$ cat src/shared/cpsreg_regs.vh
`ifndef CPSREG_REGS_VH
`define CPSREG_REGS_VH

// Register addresses within a page
`define CPS_A_CMD 4'h0
`define CPS_A_RING_START 4'h1
`define CPS_A_RING_STOP 4'h2
`define CPS_A_RNPP 4'h3
`define CPS_A_TX_START 4'h4
`define CPS_A_LNPP 4'h5
`define CPS_A_ACNT_HI 4'h6
`define CPS_A_ACNT_LO 4'h7
`define CPS_A_RCNT_LO 4'ha
`define CPS_A_RCNT_HI 4'hb
`define CPS_A_RX_CFG 4'hc
`define CPS_A_TX_CFG 4'hd
`define CPS_A_DATA_CFG 4'he
`define CPS_A_INT_MASK 4'hf

// Page codes
`define CPS_PAGE0 2'h0
`define CPS_PAGE1 2'h1
`define CPS_PAGE2 2'h2
`define CPS_PAGE3 2'h3

// Command register bit positions
`define CPS_B_HALT 0
`define CPS_B_RUN 1
`define CPS_B_GO 2
`define CPS_B_RDMA_LO 3
`define CPS_B_RDMA_HI 5
`define CPS_B_PAGE_LO 6
`define CPS_B_PAGE_HI 7

// Remote DMA codes
`define CPS_RDMA_NONE 3'h0
`define CPS_RDMA_READ 3'h1
`define CPS_RDMA_WRITE 3'h2
`define CPS_RDMA_SEND 3'h3
`define CPS_RDMA_ABORT 3'h4

// Reset values
`define CPS_RST_PAGE 2'h0
`define CPS_RST_RDMA 3'h4
`define CPS_RST_HALT 1'h1
`define CPS_RST_RUN 1'h0
`define CPS_RST_STATUS 1'h1

`endif

$ cat src/design/cpsreg_sync3.v
`timescale 1ns/1ns
`default_nettype none
module cpsreg_sync3 (
   // Clock and reset
   input wire clk,
   input wire rst,
   // Asynchronous level in, filtered level out
   input wire d,
   output reg q
);

reg ff1_r;
reg ff2_r;
reg ff3_r;

// Three stages; q follows only once stages two and three agree
always @(posedge clk) begin
   if (rst) begin
      ff1_r <= 1'h0;
      ff2_r <= 1'h0;
      ff3_r <= 1'h0;
      q <= 1'h0;
   end else begin
      ff1_r <= d;
      ff2_r <= ff1_r;
      ff3_r <= ff2_r;
      if (ff2_r == ff3_r) begin
         q <= ff3_r;
      end
   end
end

endmodule
`default_nettype wire

$ cat src/design/cpsreg_page_decode.v
`timescale 1ns/1ns
`default_nettype none
`include "cpsreg_regs.vh"
module cpsreg_page_decode (
   // Access target
   input wire [1:0] page,
   input wire [3:0] addr,
   // Read sources
   input wire [7:0] cmd_value,
   input wire [7:0] ext_rd_data,
   input wire [7:0] ring_start_page,
   input wire [7:0] ring_stop_page,
   input wire [7:0] tx_start_page,
   input wire [7:0] rx_config,
   input wire [7:0] tx_config,
   input wire [7:0] data_config,
   input wire [7:0] int_mask,
   // Decode results
   output reg [7:0] rd_data,
   output reg rd_ext,
   output reg wr_ext
);

// Page and address select the register reached
always @* begin
   rd_data = 8'h00;
   rd_ext = 1'b0;
   wr_ext = 1'b0;
   if (addr == `CPS_A_CMD) begin
      rd_data = cmd_value;
   end else begin
      case (page)
         `CPS_PAGE0, `CPS_PAGE1: begin
            rd_data = ext_rd_data;
            rd_ext = 1'b1;
            wr_ext = 1'b1;
         end
         `CPS_PAGE2: begin
            // Diagnostic read-back copies; writes to 04 and 08-0F dropped
            case (addr)
               `CPS_A_RING_START: begin
                  rd_data = ring_start_page;
                  wr_ext = 1'b1;
               end
               `CPS_A_RING_STOP: begin
                  rd_data = ring_stop_page;
                  wr_ext = 1'b1;
               end
               `CPS_A_TX_START: rd_data = tx_start_page;
               `CPS_A_RNPP, `CPS_A_LNPP, `CPS_A_ACNT_HI, `CPS_A_ACNT_LO: begin
                  rd_data = ext_rd_data;
                  rd_ext = 1'b1;
                  wr_ext = 1'b1;
               end
               `CPS_A_RX_CFG: rd_data = rx_config;
               `CPS_A_TX_CFG: rd_data = tx_config;
               `CPS_A_DATA_CFG: rd_data = data_config;
               `CPS_A_INT_MASK: rd_data = int_mask;
               default: rd_data = 8'h00;
            endcase
         end
         // Reserved page: reads zero, writes go nowhere
         default: rd_data = 8'h00;
      endcase
   end
end

endmodule
`default_nettype wire

$ cat src/design/cpsreg_top.v
`timescale 1ns/1ns
`default_nettype none
`include "cpsreg_regs.vh"
module cpsreg_top (
   // Clock and reset
   input wire clk,
   input wire rst,
   // Host register pins
   input wire [3:0] reg_addr_lines,
   input wire rd_strobe,
   input wire wr_strobe,
   input wire [7:0] data_in,
   output reg [7:0] data_out,
   output reg data_oe,
   // Remote DMA acknowledge pins and port request
   input wire read_ack_in,
   input wire write_ack_in,
   output reg port_request_out,
   // Register bank outside this block
   output wire ext_wr_pulse,
   output wire ext_rd_pulse,
   output reg [1:0] ext_page,
   output reg [3:0] ext_addr,
   output reg [7:0] ext_wr_data,
   input wire [7:0] ext_rd_data,
   // Read-back copies for page 2
   input wire [7:0] ring_start_page,
   input wire [7:0] ring_stop_page,
   input wire [7:0] tx_start_page,
   input wire [7:0] rx_config,
   input wire [7:0] tx_config,
   input wire [7:0] data_config,
   input wire [7:0] int_mask,
   // Controller status and control
   input wire rx_busy,
   input wire tx_busy,
   input wire fault_stop,
   output reg controller_online,
   output reg int_status_rst,
   // Transmit engine
   output reg tx_go_pulse,
   input wire tx_done,
   input wire tx_abort,
   // Remote DMA engine
   output reg rdma_start_pulse,
   output reg rdma_abort_pulse,
   output reg rdma_done_now,
   output wire [2:0] rdma_cmd,
   input wire rdma_finished,
   input wire rdma_count_zero,
   input wire rdma_prq_req
);

localparam ST_STOPPED = 2'h0;
localparam ST_RUN = 2'h1;
localparam ST_DRAIN = 2'h2;

// Synchronised pin levels
wire rd_s;
wire wr_s;
wire read_ack_in_s;
wire write_ack_in_s;

// Access pipeline
reg rd_d_r;
reg wr_d_r;
reg read_ack_in_d_r;
reg write_ack_in_d_r;
reg acc_rd_r;
reg acc_wr_r;
reg [3:0] addr_r;
reg [7:0] wdata_r;

// Command register fields
reg [1:0] page_r;
reg [2:0] rdma_cmd_r;
reg go_r;
reg run_r;
reg halt_r;

// Controller and remote DMA state
reg [1:0] run_state_r;
reg [1:0] run_state_nxt;
reg rdma_active_r;
reg reload_r;
reg prq_hold_r;

wire [7:0] cmd_value;
wire [7:0] dec_rd_data;
wire dec_rd_ext;
wire dec_wr_ext;
wire cr_wr;
wire [2:0] wr_rdma;
wire busy;
wire ack_rise;
wire enter_stop;
wire start_cmd;
wire prq_set;

cpsreg_sync3 u_sync_rd (
   .clk(clk),
   .rst(rst),
   .d(rd_strobe),
   .q(rd_s)
);

cpsreg_sync3 u_sync_wr (
   .clk(clk),
   .rst(rst),
   .d(wr_strobe),
   .q(wr_s)
);

cpsreg_sync3 u_sync_read_ack_in (
   .clk(clk),
   .rst(rst),
   .d(read_ack_in),
   .q(read_ack_in_s)
);

cpsreg_sync3 u_sync_write_ack_in (
   .clk(clk),
   .rst(rst),
   .d(write_ack_in),
   .q(write_ack_in_s)
);

// Command register image as read back
assign cmd_value = {page_r, rdma_cmd_r, go_r, run_r, halt_r};
assign rdma_cmd = rdma_cmd_r;

cpsreg_page_decode u_decode (
   .page(page_r),
   .addr(addr_r),
   .cmd_value(cmd_value),
   .ext_rd_data(ext_rd_data),
   .ring_start_page(ring_start_page),
   .ring_stop_page(ring_stop_page),
   .tx_start_page(tx_start_page),
   .rx_config(rx_config),
   .tx_config(tx_config),
   .data_config(data_config),
   .int_mask(int_mask),
   .rd_data(dec_rd_data),
   .rd_ext(dec_rd_ext),
   .wr_ext(dec_wr_ext)
);

// Command register answers at address 0 of every page
assign cr_wr = acc_wr_r & (addr_r == `CPS_A_CMD);
assign wr_rdma = wdata_r[`CPS_B_RDMA_HI:`CPS_B_RDMA_LO];
assign ext_wr_pulse = acc_wr_r & dec_wr_ext;
assign ext_rd_pulse = acc_rd_r & dec_rd_ext;
assign busy = rx_busy | tx_busy;
assign ack_rise = (read_ack_in_s & ~read_ack_in_d_r) | (write_ack_in_s & ~write_ack_in_d_r);
assign enter_stop = (run_state_r != ST_STOPPED) & (run_state_nxt == ST_STOPPED);
assign start_cmd = cr_wr & wdata_r[`CPS_B_RUN] & ~wdata_r[`CPS_B_HALT];
// Abort with count left; feeds the pin at once so it cannot dip for a cycle
assign prq_set = cr_wr & wr_rdma[2] & port_request_out & ~rdma_count_zero;

// Strobe edges; address and data pins are held by the host while a
// strobe is asserted, so they are taken raw on the synchronised edge
always @(posedge clk) begin
   if (rst) begin
      rd_d_r <= 1'b0;
      wr_d_r <= 1'b0;
      read_ack_in_d_r <= 1'b0;
      write_ack_in_d_r <= 1'b0;
      acc_rd_r <= 1'b0;
      acc_wr_r <= 1'b0;
      addr_r <= 4'h0;
      wdata_r <= 8'h00;
   end else begin
      rd_d_r <= rd_s;
      wr_d_r <= wr_s;
      read_ack_in_d_r <= read_ack_in_s;
      write_ack_in_d_r <= write_ack_in_s;
      acc_rd_r <= rd_s & ~rd_d_r;
      acc_wr_r <= wr_s & ~wr_d_r;
      if ((rd_s & ~rd_d_r) | (wr_s & ~wr_d_r)) begin
         addr_r <= reg_addr_lines;
         wdata_r <= data_in;
      end
   end
end

// Read data and drive enable; data drives while the read strobe is high
always @(posedge clk) begin
   if (rst) begin
      data_out <= 8'h00;
      data_oe <= 1'b0;
      ext_page <= `CPS_RST_PAGE;
      ext_addr <= 4'h0;
      ext_wr_data <= 8'h00;
   end else begin
      ext_page <= page_r;
      ext_addr <= addr_r;
      ext_wr_data <= wdata_r;
      if (acc_rd_r) begin
         data_out <= dec_rd_data;
         data_oe <= 1'b1;
      end else if (!rd_s) begin
         data_oe <= 1'b0;
      end
   end
end

// Run state: stop waits for frames in flight to finish
always @* begin
   run_state_nxt = run_state_r;
   case (run_state_r)
      ST_STOPPED: begin
         if (run_r && !halt_r) begin
            run_state_nxt = ST_RUN;
         end
      end
      ST_RUN: begin
         if (halt_r) begin
            run_state_nxt = busy ? ST_DRAIN : ST_STOPPED;
         end
      end
      ST_DRAIN: begin
         if (!busy) begin
            run_state_nxt = ST_STOPPED;
         end
      end
      default: run_state_nxt = ST_STOPPED;
   endcase
end

always @(posedge clk) begin
   if (rst) begin
      run_state_r <= ST_STOPPED;
      controller_online <= 1'b0;
      int_status_rst <= `CPS_RST_STATUS;
   end else begin
      run_state_r <= run_state_nxt;
      controller_online <= (run_state_nxt == ST_RUN);
      // Entry into reset wins over a start written in the same cycle
      if (enter_stop) begin
         int_status_rst <= 1'b1;
      end else if (start_cmd) begin
         int_status_rst <= 1'b0;
      end
   end
end

// Page, halt, run and send-frame bits
always @(posedge clk) begin
   if (rst) begin
      page_r <= `CPS_RST_PAGE;
      halt_r <= `CPS_RST_HALT;
      run_r <= `CPS_RST_RUN;
      go_r <= 1'b0;
      tx_go_pulse <= 1'b0;
   end else begin
      tx_go_pulse <= 1'b0;
      if (tx_done || tx_abort) begin
         go_r <= 1'b0;
      end
      if (fault_stop) begin
         halt_r <= 1'b1;
      end
      if (cr_wr) begin
         page_r <= wdata_r[`CPS_B_PAGE_HI:`CPS_B_PAGE_LO];
         halt_r <= wdata_r[`CPS_B_HALT] | fault_stop;
         // Run stays set when halt arrives on a started controller
         run_r <= wdata_r[`CPS_B_RUN] | (wdata_r[`CPS_B_HALT] & run_r);
         // A zero leaves the bit alone; a one wins over a same-cycle done
         if (wdata_r[`CPS_B_GO]) begin
            go_r <= 1'b1;
            tx_go_pulse <= 1'b1;
         end
      end
   end
end

// Remote DMA command decode and port request hold
always @(posedge clk) begin
   if (rst) begin
      rdma_cmd_r <= `CPS_RST_RDMA;
      rdma_active_r <= 1'b0;
      reload_r <= 1'b0;
      prq_hold_r <= 1'b0;
      port_request_out <= 1'b0;
      rdma_start_pulse <= 1'b0;
      rdma_abort_pulse <= 1'b0;
      rdma_done_now <= 1'b0;
   end else begin
      rdma_start_pulse <= 1'b0;
      rdma_abort_pulse <= 1'b0;
      rdma_done_now <= 1'b0;
      port_request_out <= rdma_prq_req | prq_hold_r | prq_set;
      if (ack_rise) begin
         prq_hold_r <= 1'b0;
      end
      if (rdma_finished) begin
         rdma_active_r <= 1'b0;
         rdma_cmd_r <= `CPS_RDMA_ABORT;
      end
      if (cr_wr) begin
         if (wr_rdma[2]) begin
            // Abort only stops the engine; start addresses keep their
            // advanced values, so no restore path exists here
            rdma_cmd_r <= wr_rdma;
            rdma_active_r <= 1'b0;
            rdma_abort_pulse <= rdma_active_r;
            if (port_request_out && !rdma_count_zero) begin
               prq_hold_r <= 1'b1;
            end
         end else if (wr_rdma != `CPS_RDMA_NONE) begin
            if (rdma_active_r && (wr_rdma == rdma_cmd_r) && !reload_r) begin
               // Same command again with no new count ends the transfer
               rdma_done_now <= 1'b1;
               rdma_active_r <= 1'b0;
               rdma_cmd_r <= `CPS_RDMA_ABORT;
            end else if (!rdma_active_r || (wr_rdma == rdma_cmd_r)) begin
               rdma_cmd_r <= wr_rdma;
               rdma_active_r <= 1'b1;
               rdma_start_pulse <= 1'b1;
               reload_r <= 1'b0;
            end
         end
      end
      // A count reload wins over the clear at a command start
      if (ext_wr_pulse && (page_r == `CPS_PAGE0) &&
          ((addr_r == `CPS_A_RCNT_LO) || (addr_r == `CPS_A_RCNT_HI))) begin
         reload_r <= 1'b1;
      end
   end
end

endmodule
`default_nettype wire

$ cat config.mk
export PLATFORM = sky130hd
export DESIGN_NAME = cpsreg_top
export DESIGN_NICKNAME = d
export VERILOG_FILES = /design/src/design/cpsreg_sync3.v /design/src/design/cpsreg_page_decode.v /design/src/design/cpsreg_top.v
export VERILOG_INCLUDE_DIRS = /design/src /design/src/shared
export SDC_FILE = /design/constraint.sdc
export NUM_CORES = 1
export LEC_CHECK = 0
export BUFFER_PORTS_ARGS = -buffer_cell sky130_fd_sc_hd__buf_2
export CORE_ASPECT_RATIO = 1.75
export CORE_UTILIZATION = 50
export DETAILED_ROUTE_END_ITERATION = 8
export PLACE_DENSITY = 0.81
export SETUP_SLACK_MARGIN = 0.15
export SKIP_CTS_REPAIR_TIMING = 1
export SLEW_MARGIN = 20
export SYNTH_ARGS = -nofsm -noshare
export SYNTH_HDL_FRONTEND = slang
export SYNTH_SLANG_ARGS = --single-unit
$ cat constraint.sdc
create_clock -name clk -period 2.1 [get_ports clk]
set_input_delay 0.105 -clock clk [delete_from_list [all_inputs] [get_ports clk]]
set_output_delay 0.105 -clock clk [all_outputs]
set_load 0.01 [all_outputs]
==> results.cfg <==
[cts]
cts_tree = yes
cts.clk_slew.worst_paths_ns = 0.06
clock-sinks = 77
clk_latency_ns = 0.33
cts-root-buf = clkbuf_16
htree_levels = 3
cts_made_buffers = 9
cts_buffer_depth = 2

[synthesis]
synth_edf_count = 0
syn_area_um2 = 3720
ys.flop_type = dfxtp_1
syn_nets = 496
ys_warn_count = 0
syn_avg_cell_area_um2 = 9.16
seq_area_frac_synth = 0.415
ys_types = 71
synthArstFlopShare = 0
syn_inst = 406
ys_ff_latch = 77

[die]
initial_core_util = 0.518
die-area_um2 = 7800
die_y_um = 116
io_pins = 125
fp.dieW_um = 67.2
rows = 41
core-area_um2 = 7180

[worst_setup_path]
cp.required_ns = 2.00
worst-path-buf-inv = 1
cp_top_family = simple AND/OR/NAND/NOR gates
path_max_fanout = 14
endpoint_kind = primary output
slowest_delay_ns = 0.67
start_kind = flip-flop
worstSetupPathType = reg2out
cp_cell_sequence = or4_4 -> and3_1 -> buf_2
crit_slowest_cell = or4_4
crit_arrival_ns = 1.76

[layout]
fillers = 608
nets = 613
final_util = 0.656
n_antenna_cell = 0
drive_gt1_frac = 0.337
fin_cells = 614
synthToLayoutAreaGrowth_pct = 26.7

[global_routing]
grt_overflow_total = 0
grt_pass1_wl_mm = 15.0
antenna_found_initial = 0
gr-usage-all-layers = 0.261
grt_max_degree = 54
grt_pass1_vias = 3222

[sta]
relSlewSlack = 0.574
clock_skew_ns = 0.00629
timing.fmax_mhz = 537
fin_crit_sh = 0.887
timing.hold.ws_ns = -0.0268
tns_ns = 0
drv_slew = 0
setup_ws_ns = 0.238
rsz0062_at_grt = no
hold_viol_final = 3
tightest_slew_ns = 0.631
setup_viol = 0
layout_min_cycle_time_ns = 1.86

[outcome]
outcome = finished, violations left
failed_checks = hold timing

[place]
gp_congestion = 0.891
post-place-ws_ns = 0.266
portBuffers = 124
dp_hpwl_mm = 7.15
dp_cells = 596

[routing]
drtAntennaViolNets = 0
vias = 3509
drt-total-wl_mm = 9.64
drc_errors = 0
wl_per_cell_um = 15.7
via_per_inst = 5.71
first_pass_iters = 4
drt_first_iter_violations = 191

[hold_path]
worstHoldPathType = in2reg

[power_and_ir_drop]
ir_drop_mv = 0.632
p_per_area_nw_per_um2 = 679
p_leak_nw = 2.02

[job]
max-cap-violations = 0
-- cell usage in the layout, fill, tap and decap left out, types with 3 or more instances in the layout --
cell         n
a21oi_1     12
a22o_1       8
a22oi_1      7
a31oi_1     10
a41o_1       6
and3_1      11
and4_1       3
buf_2      124
buf_4       11
clkbuf_16    9
dfxtp_1     74
dfxtp_2      3
inv_1       14
mux2i_1     12
nand2_1     13
nand2b_1    10
nand3_1      3
nand3b_1     3
nand4_1      7
nand4b_1     7
nor2_1      37
nor2b_1     28
nor3_1       5
nor3b_1      9
nor4_1       4
o2111ai_1    6
o21ai_0     17
o21ai_2      3
o32ai_1      3
or3_1        3
or3b_1       6
xnor2_2      3
-- final timing paths --
| kind | start | end | slack, ns | cells past startpoint |
|---|---|---|---|---|
| worst max-delay path | addr_r[3] | ext_wr_pulse | 0.24 | 3 |
| worst min-delay path | fault_stop | halt_r | -0.03 | 3 |
| worst max register to register | addr_r[3] | data_out[0] | 0.30 | 5 |
| worst min register to register | u_sync_rd.ff1_r | u_sync_rd.ff2_r | 0.43 | 1 |
-- cell type report --
cell class | instances | area [µm²] | area share
Clock buffer | 11 | 243 | 0.0515
Clock inverter | 5 | 57.6 | 0.0122
Inverter | 14 | 52.6 | 0.0112
Multi-Input combinational cell | 282 | 1940 | 0.412
Sequential cell | 77 | 1550 | 0.328
Tap cell | 86 | 108 | 0.0228
Timing Repair Buffer | 139 | 763 | 0.162
-- power breakdown --
part	switching, W	internal [W]
registers	0.00000654	0.00147
clock network	0.000588	0.000956
logic	0.0000802	0.0000942
-- tightest hold or removal path, delay by kind of cell --
family / cells / cell delay, ns
buf+inv: 1 / 0.08
compound gates: 1 / 0.05
simple gates: 1 / 0.03
-- per-layer routing --
layer	up-vias	wire (µm)	GRT usage
met3	25	560	0.0689
met2	127	4950	0.452
met5	-	0	0
met4	0	391	0.163
met1	1630	3740	0.269
li1	1727	-	-
-- state kept, by name, indices dropped and copies added, names as in the netlist, 2 cells and up --
signal       count
ext_page         2
run_state_r      2
wdata_r          8
page_r           2
ext_wr_data      8
ext_addr         4
addr_r           4
rdma_cmd         3
data_out         8
-- metrics by stage --
stage,total power [W],instance area (µm²)
floorplan,0.00158,3720
global placement,0.00168,4380
detailed placement,0.00168,4380
CTS,0.00322,4680
global route,0.00331,4710
finish,0.00320,4710
-- synthesized netlist by cell type, types with 5 or more instances --
cell type  count  area share
dfxtp_1       77        0.41
nor2_1        37       0.037
nor2b_1       28       0.047
o21ai_0       17       0.023
inv_1         14       0.014
nand2_1       13       0.013
a21oi_1       12       0.016
mux2i_1       12       0.032
and3_1        11       0.019
a31oi_1       10       0.017
clkbuf_1      10       0.010
nand2b_1      10       0.017
buf_2          9       0.012
nor3b_1        9       0.018
a22o_1         8       0.019
a22oi_1        7       0.014
buf_4          7       0.014
nand4_1        7       0.012
nand4b_1       7       0.016
a41o_1         6       0.016
o2111ai_1      6       0.014
or3b_1         6       0.014
nor3_1         5      0.0067
-- cell families after synthesis --
| family | Yosys count | synth area share |
|---|---|---|
| AND/OR/NAND/NOR | 164 | 0.270 |
| AO/OA/AOI/OAI | 99 | 0.193 |
| flip-flops | 77 | 0.415 |
| buffers and inverters | 47 | 0.0659 |
| multiplexers | 14 | 0.0384 |
| XOR/XNOR | 4 | 0.0155 |
| adder cells (fa/ha/maj) | 1 | 0.00303 |
No activity file was read; power rests on OpenSTA's default activity.
